==> config.mk <==
export PLATFORM = sky130hd
export DESIGN_NAME = adc_output_port_config
export DESIGN_NICKNAME = d
export VERILOG_FILES = /design/src/hdl/adc_port_pkg.sv /design/src/hdl/adc_output_port_config.sv
export SDC_FILE = /design/constraint.sdc
export NUM_CORES = 1
export LEC_CHECK = 0
export BUFFER_PORTS_ARGS = -buffer_cell sky130_fd_sc_hd__buf_2
export CAP_MARGIN = 40
export CORE_ASPECT_RATIO = 1.5
export CORE_MARGIN = 5
export CORE_UTILIZATION = 35
export CTS_CLUSTER_DIAMETER = 40
export DETAILED_ROUTE_END_ITERATION = 8
export GPL_ROUTABILITY_DRIVEN = 0
export PLACE_DENSITY = 0.72
export SLEW_MARGIN = 20
export SYNTH_ARGS = -nofsm -noshare
export SYNTH_HDL_FRONTEND = slang
export SYNTH_SLANG_ARGS = --single-unit
==> constraint.sdc <==
create_clock -name hclk -period 1.7 [get_ports hclk]
set_input_delay 0.085 -clock hclk [delete_from_list [all_inputs] [get_ports hclk]]
set_output_delay 0.085 -clock hclk [all_outputs]
set_load 0.005 [all_outputs]
==> src/hdl/adc_port_pkg.sv <==
// Shared constants and types for the converter output port configuration
package adc_port_pkg;

   // Register byte offsets on the AHB-Lite bus
   localparam logic [7:0]  CTRL_OFF       = 8'h00;
   localparam logic [7:0]  STATUS_OFF     = 8'h04;
   localparam logic [7:0]  RESULT_OFF     = 8'h08;

   // Control register field positions
   localparam int          CTRL_BYTE_ORD  = 0;
   localparam int          CTRL_OUT_CODE  = 1;
   localparam int          CTRL_PORT_TYPE = 2;
   localparam int          CTRL_FAST      = 3;
   localparam int          CTRL_LOW_PWR   = 4;
   localparam int          CTRL_WIDTH     = 5;
   // Straight binary out of reset, parallel port, normal mode
   localparam logic [4:0]  CTRL_RESET     = 5'h02;

   // Status register field positions
   localparam int          ST_MODE_LO     = 0;
   localparam int          ST_DIV_LO      = 2;
   localparam int          ST_CLK_SRC     = 4;
   localparam int          ST_FRAME_POL   = 5;
   localparam int          ST_READ_TIME   = 6;
   localparam int          ST_SERIAL      = 7;
   localparam int          ST_ACC_LOST    = 8;
   localparam int          ST_SCLK_LO     = 16;

   // Data pins borrowed by the serial port
   localparam int          PIN_DIV_LO     = 2;
   localparam int          PIN_DIV_HI     = 3;
   localparam int          PIN_CLK_SRC    = 4;
   localparam int          PIN_FRAME_POL  = 5;
   localparam int          PIN_READ_TIME  = 7;

   // Timing: clock period and minimum internal serial clock periods
   localparam int          CLK_PERIOD_NS  = 100;
   localparam int          SCLK_MIN_NS0   = 25;
   localparam int          SCLK_MIN_NS1   = 50;
   localparam int          SCLK_MIN_NS2   = 100;
   localparam int          SCLK_MIN_NS3   = 200;
   // Least times round up, never below one cycle
   localparam int          SCLK_CYC0 = (SCLK_MIN_NS0 + CLK_PERIOD_NS - 1)
                                       / CLK_PERIOD_NS;
   localparam int          SCLK_CYC1 = (SCLK_MIN_NS1 + CLK_PERIOD_NS - 1)
                                       / CLK_PERIOD_NS;
   localparam int          SCLK_CYC2 = (SCLK_MIN_NS2 + CLK_PERIOD_NS - 1)
                                       / CLK_PERIOD_NS;
   localparam int          SCLK_CYC3 = (SCLK_MIN_NS3 + CLK_PERIOD_NS - 1)
                                       / CLK_PERIOD_NS;

   // Longest gap between conversion starts in the fast mode
   localparam int          FAST_GAP_NS    = 1000000;
   localparam int          FAST_GAP_CYC   = FAST_GAP_NS / CLK_PERIOD_NS;

   // AHB encodings
   localparam logic [1:0]  HTRANS_NONSEQ  = 2'h2;
   localparam logic [1:0]  HTRANS_SEQ     = 2'h3;

   typedef enum logic [1:0] {
      MODE_NORMAL,
      MODE_FAST,
      MODE_LOW_POWER
   } conv_mode_e;

endpackage
==> src/hdl/adc_output_port_config.sv <==
// Output port configuration, pin sharing and AHB-Lite registers
//
// Chosen here: the register offsets and the AHB-Lite slave port.
`timescale 1ns/1ns
`default_nettype none

module adc_output_port_config #(
   parameter int FAST_GAP_CYCLES = adc_port_pkg::FAST_GAP_CYC
) (
   input  wire logic                       hclk,
   input  wire logic                       hresetn,
   input  wire logic                       hsel,
   input  wire logic [31:0]                haddr,
   input  wire logic [1:0]                 htrans,
   input  wire logic                       hwrite,
   input  wire logic [2:0]                 hsize,
   input  wire logic [31:0]                hwdata,
   input  wire logic                       hready,
   output logic      [31:0]                hrdata,
   output logic                            hreadyout,
   output logic                            hresp,
   input  wire logic [15:0]                result_in,
   input  wire logic                       result_valid,
   input  wire logic                       conv_start,
   input  wire logic [15:0]                data_in,
   output logic      [15:0]                data_out,
   output logic      [15:0]                data_oe_n,
   output adc_port_pkg::conv_mode_e        conv_mode,
   output logic                            serial_mode,
   output logic                            sclk_internal,
   output logic                            frame_active_low,
   output logic                            read_during_conv,
   output logic      [7:0]                 sclk_min_cycles
);

   // Bus state
   logic [7:0]                 addr_r;
   logic [7:0]                 addr_nxt;
   logic                       wr_r;
   logic                       wr_nxt;
   logic                       rd_r;
   logic                       rd_nxt;
   // Control and status state
   logic [adc_port_pkg::CTRL_WIDTH-1:0] ctrl_r;
   logic [adc_port_pkg::CTRL_WIDTH-1:0] ctrl_nxt;
   logic                       acc_lost_r;
   logic                       acc_lost_nxt;
   logic [31:0]                gap_cnt_r;
   logic [31:0]                gap_cnt_nxt;
   logic [15:0]                result_r;
   logic [15:0]                result_nxt;
   // Pin side state
   logic [15:0]                pin_meta_r;
   logic [15:0]                pin_sync_r;
   logic [15:0]                data_out_r;
   logic [15:0]                data_out_nxt;
   logic [15:0]                oe_n_r;
   logic [15:0]                oe_n_nxt;
   adc_port_pkg::conv_mode_e   mode_r;
   adc_port_pkg::conv_mode_e   mode_nxt;
   logic [1:0]                 div_r;
   logic [1:0]                 div_nxt;
   logic                       clk_src_r;
   logic                       clk_src_nxt;
   logic                       frame_pol_r;
   logic                       frame_pol_nxt;
   logic                       read_time_r;
   logic                       read_time_nxt;
   logic [7:0]                 sclk_cyc_r;
   logic [7:0]                 sclk_cyc_nxt;
   // Combinational helpers
   logic                       serial;
   logic                       gap_expired;
   logic [15:0]                coded;
   logic [15:0]                ordered;
   logic [15:0]                serial_oe_n;
   logic [31:0]                status_word;

   assign serial = ctrl_r[adc_port_pkg::CTRL_PORT_TYPE];

   // Zero wait state slave; every access completes OKAY
   assign hreadyout = 1'b1;
   assign hresp     = 1'b0;

   // Address phase capture; only NONSEQ or SEQ with hready starts a transfer
   always_comb
   begin
      addr_nxt = addr_r;
      wr_nxt   = 1'b0;
      rd_nxt   = 1'b0;
      if (hsel && hready && (htrans == adc_port_pkg::HTRANS_NONSEQ ||
                             htrans == adc_port_pkg::HTRANS_SEQ))
      begin
         addr_nxt = haddr[7:0];
         wr_nxt   = hwrite;
         rd_nxt   = !hwrite;
      end
   end

   always_ff @(posedge hclk or negedge hresetn)
   begin
      if (!hresetn)
      begin
         addr_r <= 8'h00;
         wr_r   <= 1'b0;
         rd_r   <= 1'b0;
      end
      else
      begin
         addr_r <= addr_nxt;
         wr_r   <= wr_nxt;
         rd_r   <= rd_nxt;
      end
   end

   // Status word shows the decoded pin and mode state
   always_comb
   begin
      status_word = 32'h0000_0000;
      status_word[adc_port_pkg::ST_MODE_LO +: 2] = mode_r;
      status_word[adc_port_pkg::ST_DIV_LO +: 2]  = div_r;
      status_word[adc_port_pkg::ST_CLK_SRC]      = clk_src_r;
      status_word[adc_port_pkg::ST_FRAME_POL]    = frame_pol_r;
      status_word[adc_port_pkg::ST_READ_TIME]    = read_time_r;
      status_word[adc_port_pkg::ST_SERIAL]       = serial;
      status_word[adc_port_pkg::ST_ACC_LOST]     = acc_lost_r;
      status_word[adc_port_pkg::ST_SCLK_LO +: 8] = sclk_cyc_r;
   end

   // Read mux in the data phase; unmapped addresses read zero
   always_comb
   begin
      hrdata = 32'h0000_0000;
      if (rd_r)
      begin
         if (addr_r == adc_port_pkg::CTRL_OFF)
            hrdata = {27'h0, ctrl_r};
         else if (addr_r == adc_port_pkg::STATUS_OFF)
            hrdata = status_word;
         else if (addr_r == adc_port_pkg::RESULT_OFF)
            hrdata = {16'h0000, coded};
      end
   end

   // Control writes, fast mode rate watchdog and result capture
   always_comb
   begin
      ctrl_nxt     = ctrl_r;
      acc_lost_nxt = acc_lost_r;
      result_nxt   = result_r;
      gap_cnt_nxt  = gap_cnt_r;
      gap_expired  = 1'b0;
      if (wr_r && addr_r == adc_port_pkg::CTRL_OFF)
         ctrl_nxt = hwdata[adc_port_pkg::CTRL_WIDTH-1:0];
      // Write one to clear; a new expiry in the same cycle wins
      if (wr_r && addr_r == adc_port_pkg::STATUS_OFF &&
          hwdata[adc_port_pkg::ST_ACC_LOST])
         acc_lost_nxt = 1'b0;
      // Only the fast mode has a longest gap between starts
      if (mode_r != adc_port_pkg::MODE_FAST || conv_start)
         gap_cnt_nxt = 32'h0000_0000;
      else if (gap_cnt_r < 32'(FAST_GAP_CYCLES))
         gap_cnt_nxt = gap_cnt_r + 32'h0000_0001;
      else
         gap_expired = 1'b1;
      if (gap_expired)
         acc_lost_nxt = 1'b1;
      if (result_valid)
         result_nxt = result_in;
   end

   always_ff @(posedge hclk or negedge hresetn)
   begin
      if (!hresetn)
      begin
         ctrl_r     <= adc_port_pkg::CTRL_RESET;
         acc_lost_r <= 1'b0;
         gap_cnt_r  <= 32'h0000_0000;
         result_r   <= 16'h0000;
      end
      else
      begin
         ctrl_r     <= ctrl_nxt;
         acc_lost_r <= acc_lost_nxt;
         gap_cnt_r  <= gap_cnt_nxt;
         result_r   <= result_nxt;
      end
   end

   // Two-stage synchroniser on the shared data pins
   always_ff @(posedge hclk or negedge hresetn)
   begin
      if (!hresetn)
      begin
         pin_meta_r <= 16'h0000;
         pin_sync_r <= 16'h0000;
      end
      else
      begin
         pin_meta_r <= data_in;
         pin_sync_r <= pin_meta_r;
      end
   end

   // Output coding then byte order
   always_comb
   begin
      coded = result_r;
      if (!ctrl_r[adc_port_pkg::CTRL_OUT_CODE])
         coded[15] = !result_r[15];
      if (ctrl_r[adc_port_pkg::CTRL_BYTE_ORD])
         ordered = {coded[7:0], coded[15:8]};
      else
         ordered = coded;
   end

   // Pins not listed as serial controls stay released in serial mode
   genvar gi;
   generate
      for (gi = 0; gi < 16; gi++)
      begin : g_pin
         // Pins 0 and 1 float; borrowed pins turn into inputs
         assign serial_oe_n[gi] = 1'b1;
      end
   endgenerate

   // Pin drive, conversion mode and serial settings
   always_comb
   begin
      data_out_nxt  = ordered;
      oe_n_nxt      = serial ? serial_oe_n : 16'h0000;
      mode_nxt      = adc_port_pkg::MODE_NORMAL;
      clk_src_nxt   = 1'b0;
      frame_pol_nxt = 1'b0;
      read_time_nxt = 1'b0;
      div_nxt       = 2'b00;
      if (ctrl_r[adc_port_pkg::CTRL_FAST] &&
          !ctrl_r[adc_port_pkg::CTRL_LOW_PWR])
         mode_nxt = adc_port_pkg::MODE_FAST;
      else if (!ctrl_r[adc_port_pkg::CTRL_FAST] &&
               ctrl_r[adc_port_pkg::CTRL_LOW_PWR])
         mode_nxt = adc_port_pkg::MODE_LOW_POWER;
      if (serial)
      begin
         clk_src_nxt   = pin_sync_r[adc_port_pkg::PIN_CLK_SRC];
         frame_pol_nxt = pin_sync_r[adc_port_pkg::PIN_FRAME_POL];
         read_time_nxt = pin_sync_r[adc_port_pkg::PIN_READ_TIME];
         // Divider pins only count for internal clock, read after convert
         if (!clk_src_nxt && !read_time_nxt)
            div_nxt = {pin_sync_r[adc_port_pkg::PIN_DIV_HI],
                       pin_sync_r[adc_port_pkg::PIN_DIV_LO]};
      end
      case (div_nxt)
         2'b00:   sclk_cyc_nxt = 8'(adc_port_pkg::SCLK_CYC0);
         2'b01:   sclk_cyc_nxt = 8'(adc_port_pkg::SCLK_CYC1);
         2'b10:   sclk_cyc_nxt = 8'(adc_port_pkg::SCLK_CYC2);
         default: sclk_cyc_nxt = 8'(adc_port_pkg::SCLK_CYC3);
      endcase
   end

   always_ff @(posedge hclk or negedge hresetn)
   begin
      if (!hresetn)
      begin
         data_out_r  <= 16'h0000;
         oe_n_r      <= 16'hFFFF;
         mode_r      <= adc_port_pkg::MODE_NORMAL;
         clk_src_r   <= 1'b0;
         frame_pol_r <= 1'b0;
         read_time_r <= 1'b0;
         div_r       <= 2'b00;
         sclk_cyc_r  <= 8'(adc_port_pkg::SCLK_CYC0);
      end
      else
      begin
         data_out_r  <= data_out_nxt;
         oe_n_r      <= oe_n_nxt;
         mode_r      <= mode_nxt;
         clk_src_r   <= clk_src_nxt;
         frame_pol_r <= frame_pol_nxt;
         read_time_r <= read_time_nxt;
         div_r       <= div_nxt;
         sclk_cyc_r  <= sclk_cyc_nxt;
      end
   end

   // Registered outputs except sclk_internal, an AND of serial and inverted clk_src_r; selects are assumed stable across a conversion
   assign data_out         = data_out_r;
   assign data_oe_n        = oe_n_r;
   assign conv_mode        = mode_r;
   assign serial_mode      = serial;
   assign sclk_internal    = serial && !clk_src_r;
   assign frame_active_low = frame_pol_r;
   assign read_during_conv = read_time_r;
   assign sclk_min_cycles  = sclk_cyc_r;

endmodule // adc_output_port_config

`default_nettype wire

Word level (Yosys, flattened, before mapping)
Cells that the tools add are included.

operators by class
  add/subtract/negate cells = 1
  multipliers = 0
  div/mod/pow operators = 0
  magnitude comparators = 1
  equality and inequality tests = 7
  shift operators = 0
  mux-type cells = 23
  bitwise gates (word level) = 0
  reduce and logical (&&, ||, !) cells = 23

operators with widths
  kind                                                    count
  two-way mux 24 bit                                      3
  two-way mux 32 bit                                      2
  two-way mux 16 bit                                      3
  adder 32 x 1 -> 32 bit (second input constant)          1
  < comparator 32 x 14 -> 1 bit (second input constant)   1
  two-way mux 1 bit                                       10
  two-way mux 2 bit                                       5
  logical AND 1 bit                                       9
  == test 8 x 3 -> 1 bit (second input constant)          1
  == test 8 x 4 -> 1 bit (second input constant)          1
  zero test 8 bit                                         1
  zero test 1 bit                                         7
  == test 2 bit (second input constant)                   3
  nonzero test 2 bit                                      2
  OR reduction 3 bit                                      1
  == test 2 x 1 -> 1 bit (second input constant)          1
  zero test 2 bit                                         1
  logical OR 1 bit                                        2
  inequality test 2 x 1 -> 1 bit (second input constant)  1

word-level totals
  bits in registers = 127
  latch bits = 0
  memory bits (writable) = 0
  ROM bits = 0
  input bits = 108
  output and inout port bits = 80
  word-level logic and storage cells = 72
  memories kept = 0

Logic depth before layout (Yosys ltp)
  depth in word-level cells = 7
  depth in mapped cells = 6
  mapped depth without buffers = 6

Worst setup path after synthesis
OpenSTA, ideal clock, no wires.

  kind = reg-to-reg
  start point = reg gap_cnt_r[16]
  end point = reg gap_cnt_r[2]
  library setup time = 0.120 ns
  arrival = 1.453 ns
  required time = 1.580 ns
  slack = 0.127 ns
  cell stages (with the launch flop) = 6
  path buffers = 0
  period minus slack after synthesis = 1.573 ns
  cell sequence = dfrtp_1 > nor4_4 > nand3_4 > nor3_4 > a21oi_1 > a31o_1

on the way
  cells in the longest elaborated chain, start to end = 2

ends and longest elaborated chain
  item                                 line                           text
  from (decl)                          adc_output_port_config.sv:48   logic [31:0] gap_cnt_r;
  from (signal assigned)               adc_output_port_config.sv:185  gap_cnt_r <= gap_cnt_nxt;
  < comparator 32 x 14 -> 1 bit        adc_output_port_config.sv:162  else if (gap_cnt_r < 32'(FAST_GAP_CYCLES))
  nonzero test 2 bit (no source line)  --

Every way passes these cells.
A chain may end at the register's enable or synchronous reset.

Worst setup path after layout
  start point = reg addr_r[5]
  end point = out hrdata[2]

on the way
  cells in the longest elaborated chain, start to end = 5
  elaborated cells on any way between the ends = 7
  those cells by class = eq/ne (2); mux (4); reduce/logical (1)

ends and longest elaborated chain
  item                    line                           text
  from (decl)             adc_output_port_config.sv:37   logic [7:0] addr_r;
  from (signal assigned)  adc_output_port_config.sv:110  addr_r <= addr_nxt;
  == test 8 x 4 -> 1 bit  adc_output_port_config.sv:140  else if (addr_r == adc_port_pkg::RESULT_OFF)
  two-way mux 16 bit      adc_output_port_config.sv:140
  two-way mux 24 bit      adc_output_port_config.sv:138  else if (addr_r == adc_port_pkg::STATUS_OFF)
  two-way mux 24 bit (*)  adc_output_port_config.sv:136  if (addr_r == adc_port_pkg::CTRL_OFF)
  two-way mux 24 bit (*)  adc_output_port_config.sv:134  if (rd_r)
  to (decl)               adc_output_port_config.sv:19   output logic [31:0] hrdata,

Mark *: on every way between the ends. The rest lies on a longest branch, timed or not.

==> flow_metrics.tcl <==
set metrics [dict create \
    swShare 0.2417 \
    cp-startpoint "addr_r[5]" \
    grt_util_all_layers 0.1448 \
    cp_num_buf_inv 2 \
    synth_area_sq_um 4434 \
    cp_slowest_cell "or3_4" \
    drt_first_iter_violations 177 \
    crit_chain "nor4_2 > nand2_1 > or3_4 > nor2_4 > a2111oi_4 > buf_4 > buf_2" \
    cp_top_family "simple AND/OR/NAND/NOR gates" \
    use_met1 0.1635 \
    dp_hpwl_mm 7.478 \
    hold_viol 0 \
    grt_pass1_wl_mm 17.05 \
    synth_compound_area_frac 0.03160 \
    fin_worst_skew_ns 0.005577 \
    placedCellCount 600 \
    synthAdderAreaFrac 0.002822 \
    required_ns 1.62 \
    grt_max_degree 37 \
    outcome "finished with violations" \
    pwr-share-clk 0.375 \
    yosys.cell_types.count 43 \
    die_y_um 147.9 \
    numCtsBuffers 9 \
    ctsRootBufferMaster "clkbuf_16" \
    yosysTopAreaCell "dfrtp_1" \
    met3_usage 0.03541 \
    synth_top_flop_cell "dfrtp_1" \
    final_cells 671 \
    yosysSeqAreaShare 0.5652 \
    synth.area.top_cells "dfrtp_1 55%, mux2_2 11%, buf_4 6.3%" \
    top_usage_layer "met2" \
    totalWireLength_mm 11.09 \
    nets 618 \
    vias 3209 \
    gr-usage-met2 0.2559 \
    timing.fmax_mhz 483.2 \
    io_buffers 100 \
    initial_utilization 0.3562 \
    total_power_mw 5.440 \
    die_w_um 101.9 \
    clkLatencyLatePin_ns 0.34 \
    rr_startpoint "addr_r[5]" \
    ant_nets 0 \
    holdWs_ns 0.1094 \
    htreeDepth 3 \
    drive_gt1_frac 0.4455 \
    syn-instance-count 354 \
    period_needed_ns 2.070 \
    crit_type "flip-flop to primary output" \
    route.detailed.drc 0 \
    grt_pass1_vias 3375 \
    crit_path_max_incr_delay_ns 0.42 \
    synth_top_family_by_area "simple AND/OR/NAND/NOR gates" \
    grt_overflow 0 \
    synth-simple-area-share 0.1919 \
    hold_class "input port to flip-flop" \
    antenna_found_initial 1 \
    power_frac_comb 0.124 \
    clockBufferDepth 2 \
    p_per_area_nw_per_um2 894.7 \
    clk_pin_slew_worst_paths_ns 0.07 \
    violations "negative setup slack" \
    yosysTopAreaCellShare 0.5474 \
    final_util 0.4883 \
    die-area_sq_um 15070 \
    rows 50 \
    fin_ws_ns -0.3697 \
    viasPerCell 4.782 \
    wire_per_inst_um 16.52 \
    synth_seq_cells 100 \
    core_area_sq_um 12450 \
    ir_worst_vdd_mv 0.7221 \
    yosys-mux-area-fraction 0.1134 \
    p_seq_frac 0.501 \
    tns_ns -5.136 \
    yosysWarnings 0 \
    cp_max_fo 4 \
    setup.worst_path.end_class "primary output" \
    synth_edf_count 0 \
    finalSetupViolCount 29 \
    p_leak_nw 2.855 \
    crit_arrival_ns 1.98 \
    maxSlewViolCount 0 \
    internal_power_mw 4.125 \
    io_pins 188 \
    period_share 1.217 \
    numClockSinks 100 \
    first_pass_iters 4 \
    async_flop_share 1.000 \
    syn_avg_cell_area_sq_um 12.53 \
    start_kind "flip-flop" \
    p_sw_mw 1.315 \
    cap_violations 0 \
    synthXorXnorAreaFrac 0.01975 \
    area_delta_synth_final_pct 37.10 \
    hold_path.startpoint "hwdata[8]" \
    cts_tree "yes" \
    rsz0062_at_grt "yes" \
]
[worst paths after layout]
path	end	slack [ns]	cells past startpoint
max	hrdata[2]	-0.37	7
min	acc_lost_r	0.11	4
max reg2reg	ctrl_r[0]	-0.15	7
min reg2reg	pin_sync_r[2]	0.35	0
max in group asynchronous	ctrl_r[1]	0.87	3
min in group asynchronous	result_r[14]	0.22	2
[per-layer routing]
layer / share of wire / vias to the layer above
met5: 0 / -
met4: 0.034 / 0
met3: 0.057 / 27
met2: 0.55 / 115
met1: 0.36 / 1595
li1: - / 1472
[metrics by stage]
stage               area, sq um  setup WS, ns
global route               6080       -0.4670
detailed placement         5041       -0.2452
global placement           5041       -0.1422
CTS                        5794       -0.3906
finish                     6080       -0.3697
floorplan                  4509        0.1273
[cells by family after synthesis]
| family | after synthesis |
|---|---|
| XOR/XNOR | 10 |
| flip-flops | 100 |
| adder cells (fa/ha/maj) | 1 |
| AO/OA/AOI/OAI | 19 |
| buffers and inverters | 50 |
| other | 2 |
| multiplexers | 45 |
| AND/OR/NAND/NOR | 127 |
[what timing repair did]
item	in CTS	in global routing
hold buffers	36	0
gates cloned	1	1
pin swaps	7	28
gates resized for setup	22	29
endpoints found under the setup margin	26	37
hold endpoints to repair	63	0
buffers inserted	1	15
[worst register-to-register path: stages, from the launching register on]
cell and delay, ns:
dfrtp_1 0.39, nor4_2 0.30, nand2_1 0.13, buf_4 0.15, nor2_2 0.12, nand3b_1 0.19, buf_4 0.20, mux2_2 0.26
[layout by cell type (no fill, tap or decap), types with 3 or more instances in the layout]
cell            n
clkbuf_16       9
and3_1          5
mux2_2         42
buf_12          3
dfrtp_1        96
buf_4          27
o21ai_0         3
mux2i_1         3
nor2b_1         9
dfstp_2         3
xnor2_1         9
buf_2          99
clkbuf_1        3
a22oi_1         4
buf_6           3
nand2_4         3
nand3_1         4
nand4_1         6
conb_1         22
nor4_4         12
inv_1           4
dlygate4sd3_1  36
nand2_1        10
and2_1         27
nand2b_1        6
nor2_4          3
nor2_1         22
[sequential cells by signal, summed over array words and instances (netlist names), 2 cells and up]
signal           count
addr_r               8
conv_mode            2
ctrl_r               5
data_out            16
div_r                2
gap_cnt_r           32
pin_meta_r           5
pin_sync_r           5
result_r            16
sclk_min_cycles      2
[synthesized netlist by cell type, types with 5 or more instances]
cell type	number
and2_1	27
nor2_1	27
o21ai_0	6
xnor2_1	9
nand4_1	6
nand2b_1	6
mux2_2	42
clkbuf_1	8
a2111oi_0	5
nand2_1	11
and3_1	6
nand3_1	5
nor4_2	9
dfrtp_1	97
buf_4	37
nor2b_1	10
[cell type report]
type,count,area (sq um)
fill,1068,6370
inverter,4,15.01
timing repair buffer,168,1152
tap,156,195.2
clock inverter,3,47.55
multi-input combinational,226,1909
antenna,1,2.502
clock buffer,13,250.2
sequential,100,2507
[power groups by stage]
| stage | sequential, mW | combinational (mW) | clock [mW] |
|---|---|---|---|
| detailed placement | 2.76 | 0.585 | 0 |
| CTS | 2.72 | 0.664 | 2.08 |
| floorplan | 2.70 | 0.381 | 0 |
| finish | 2.72 | 0.675 | 2.04 |
| global route | 2.75 | 0.744 | 2.19 |
| global placement | 2.74 | 0.572 | 0 |
Note: power is estimated with default switching activity, not from simulation.
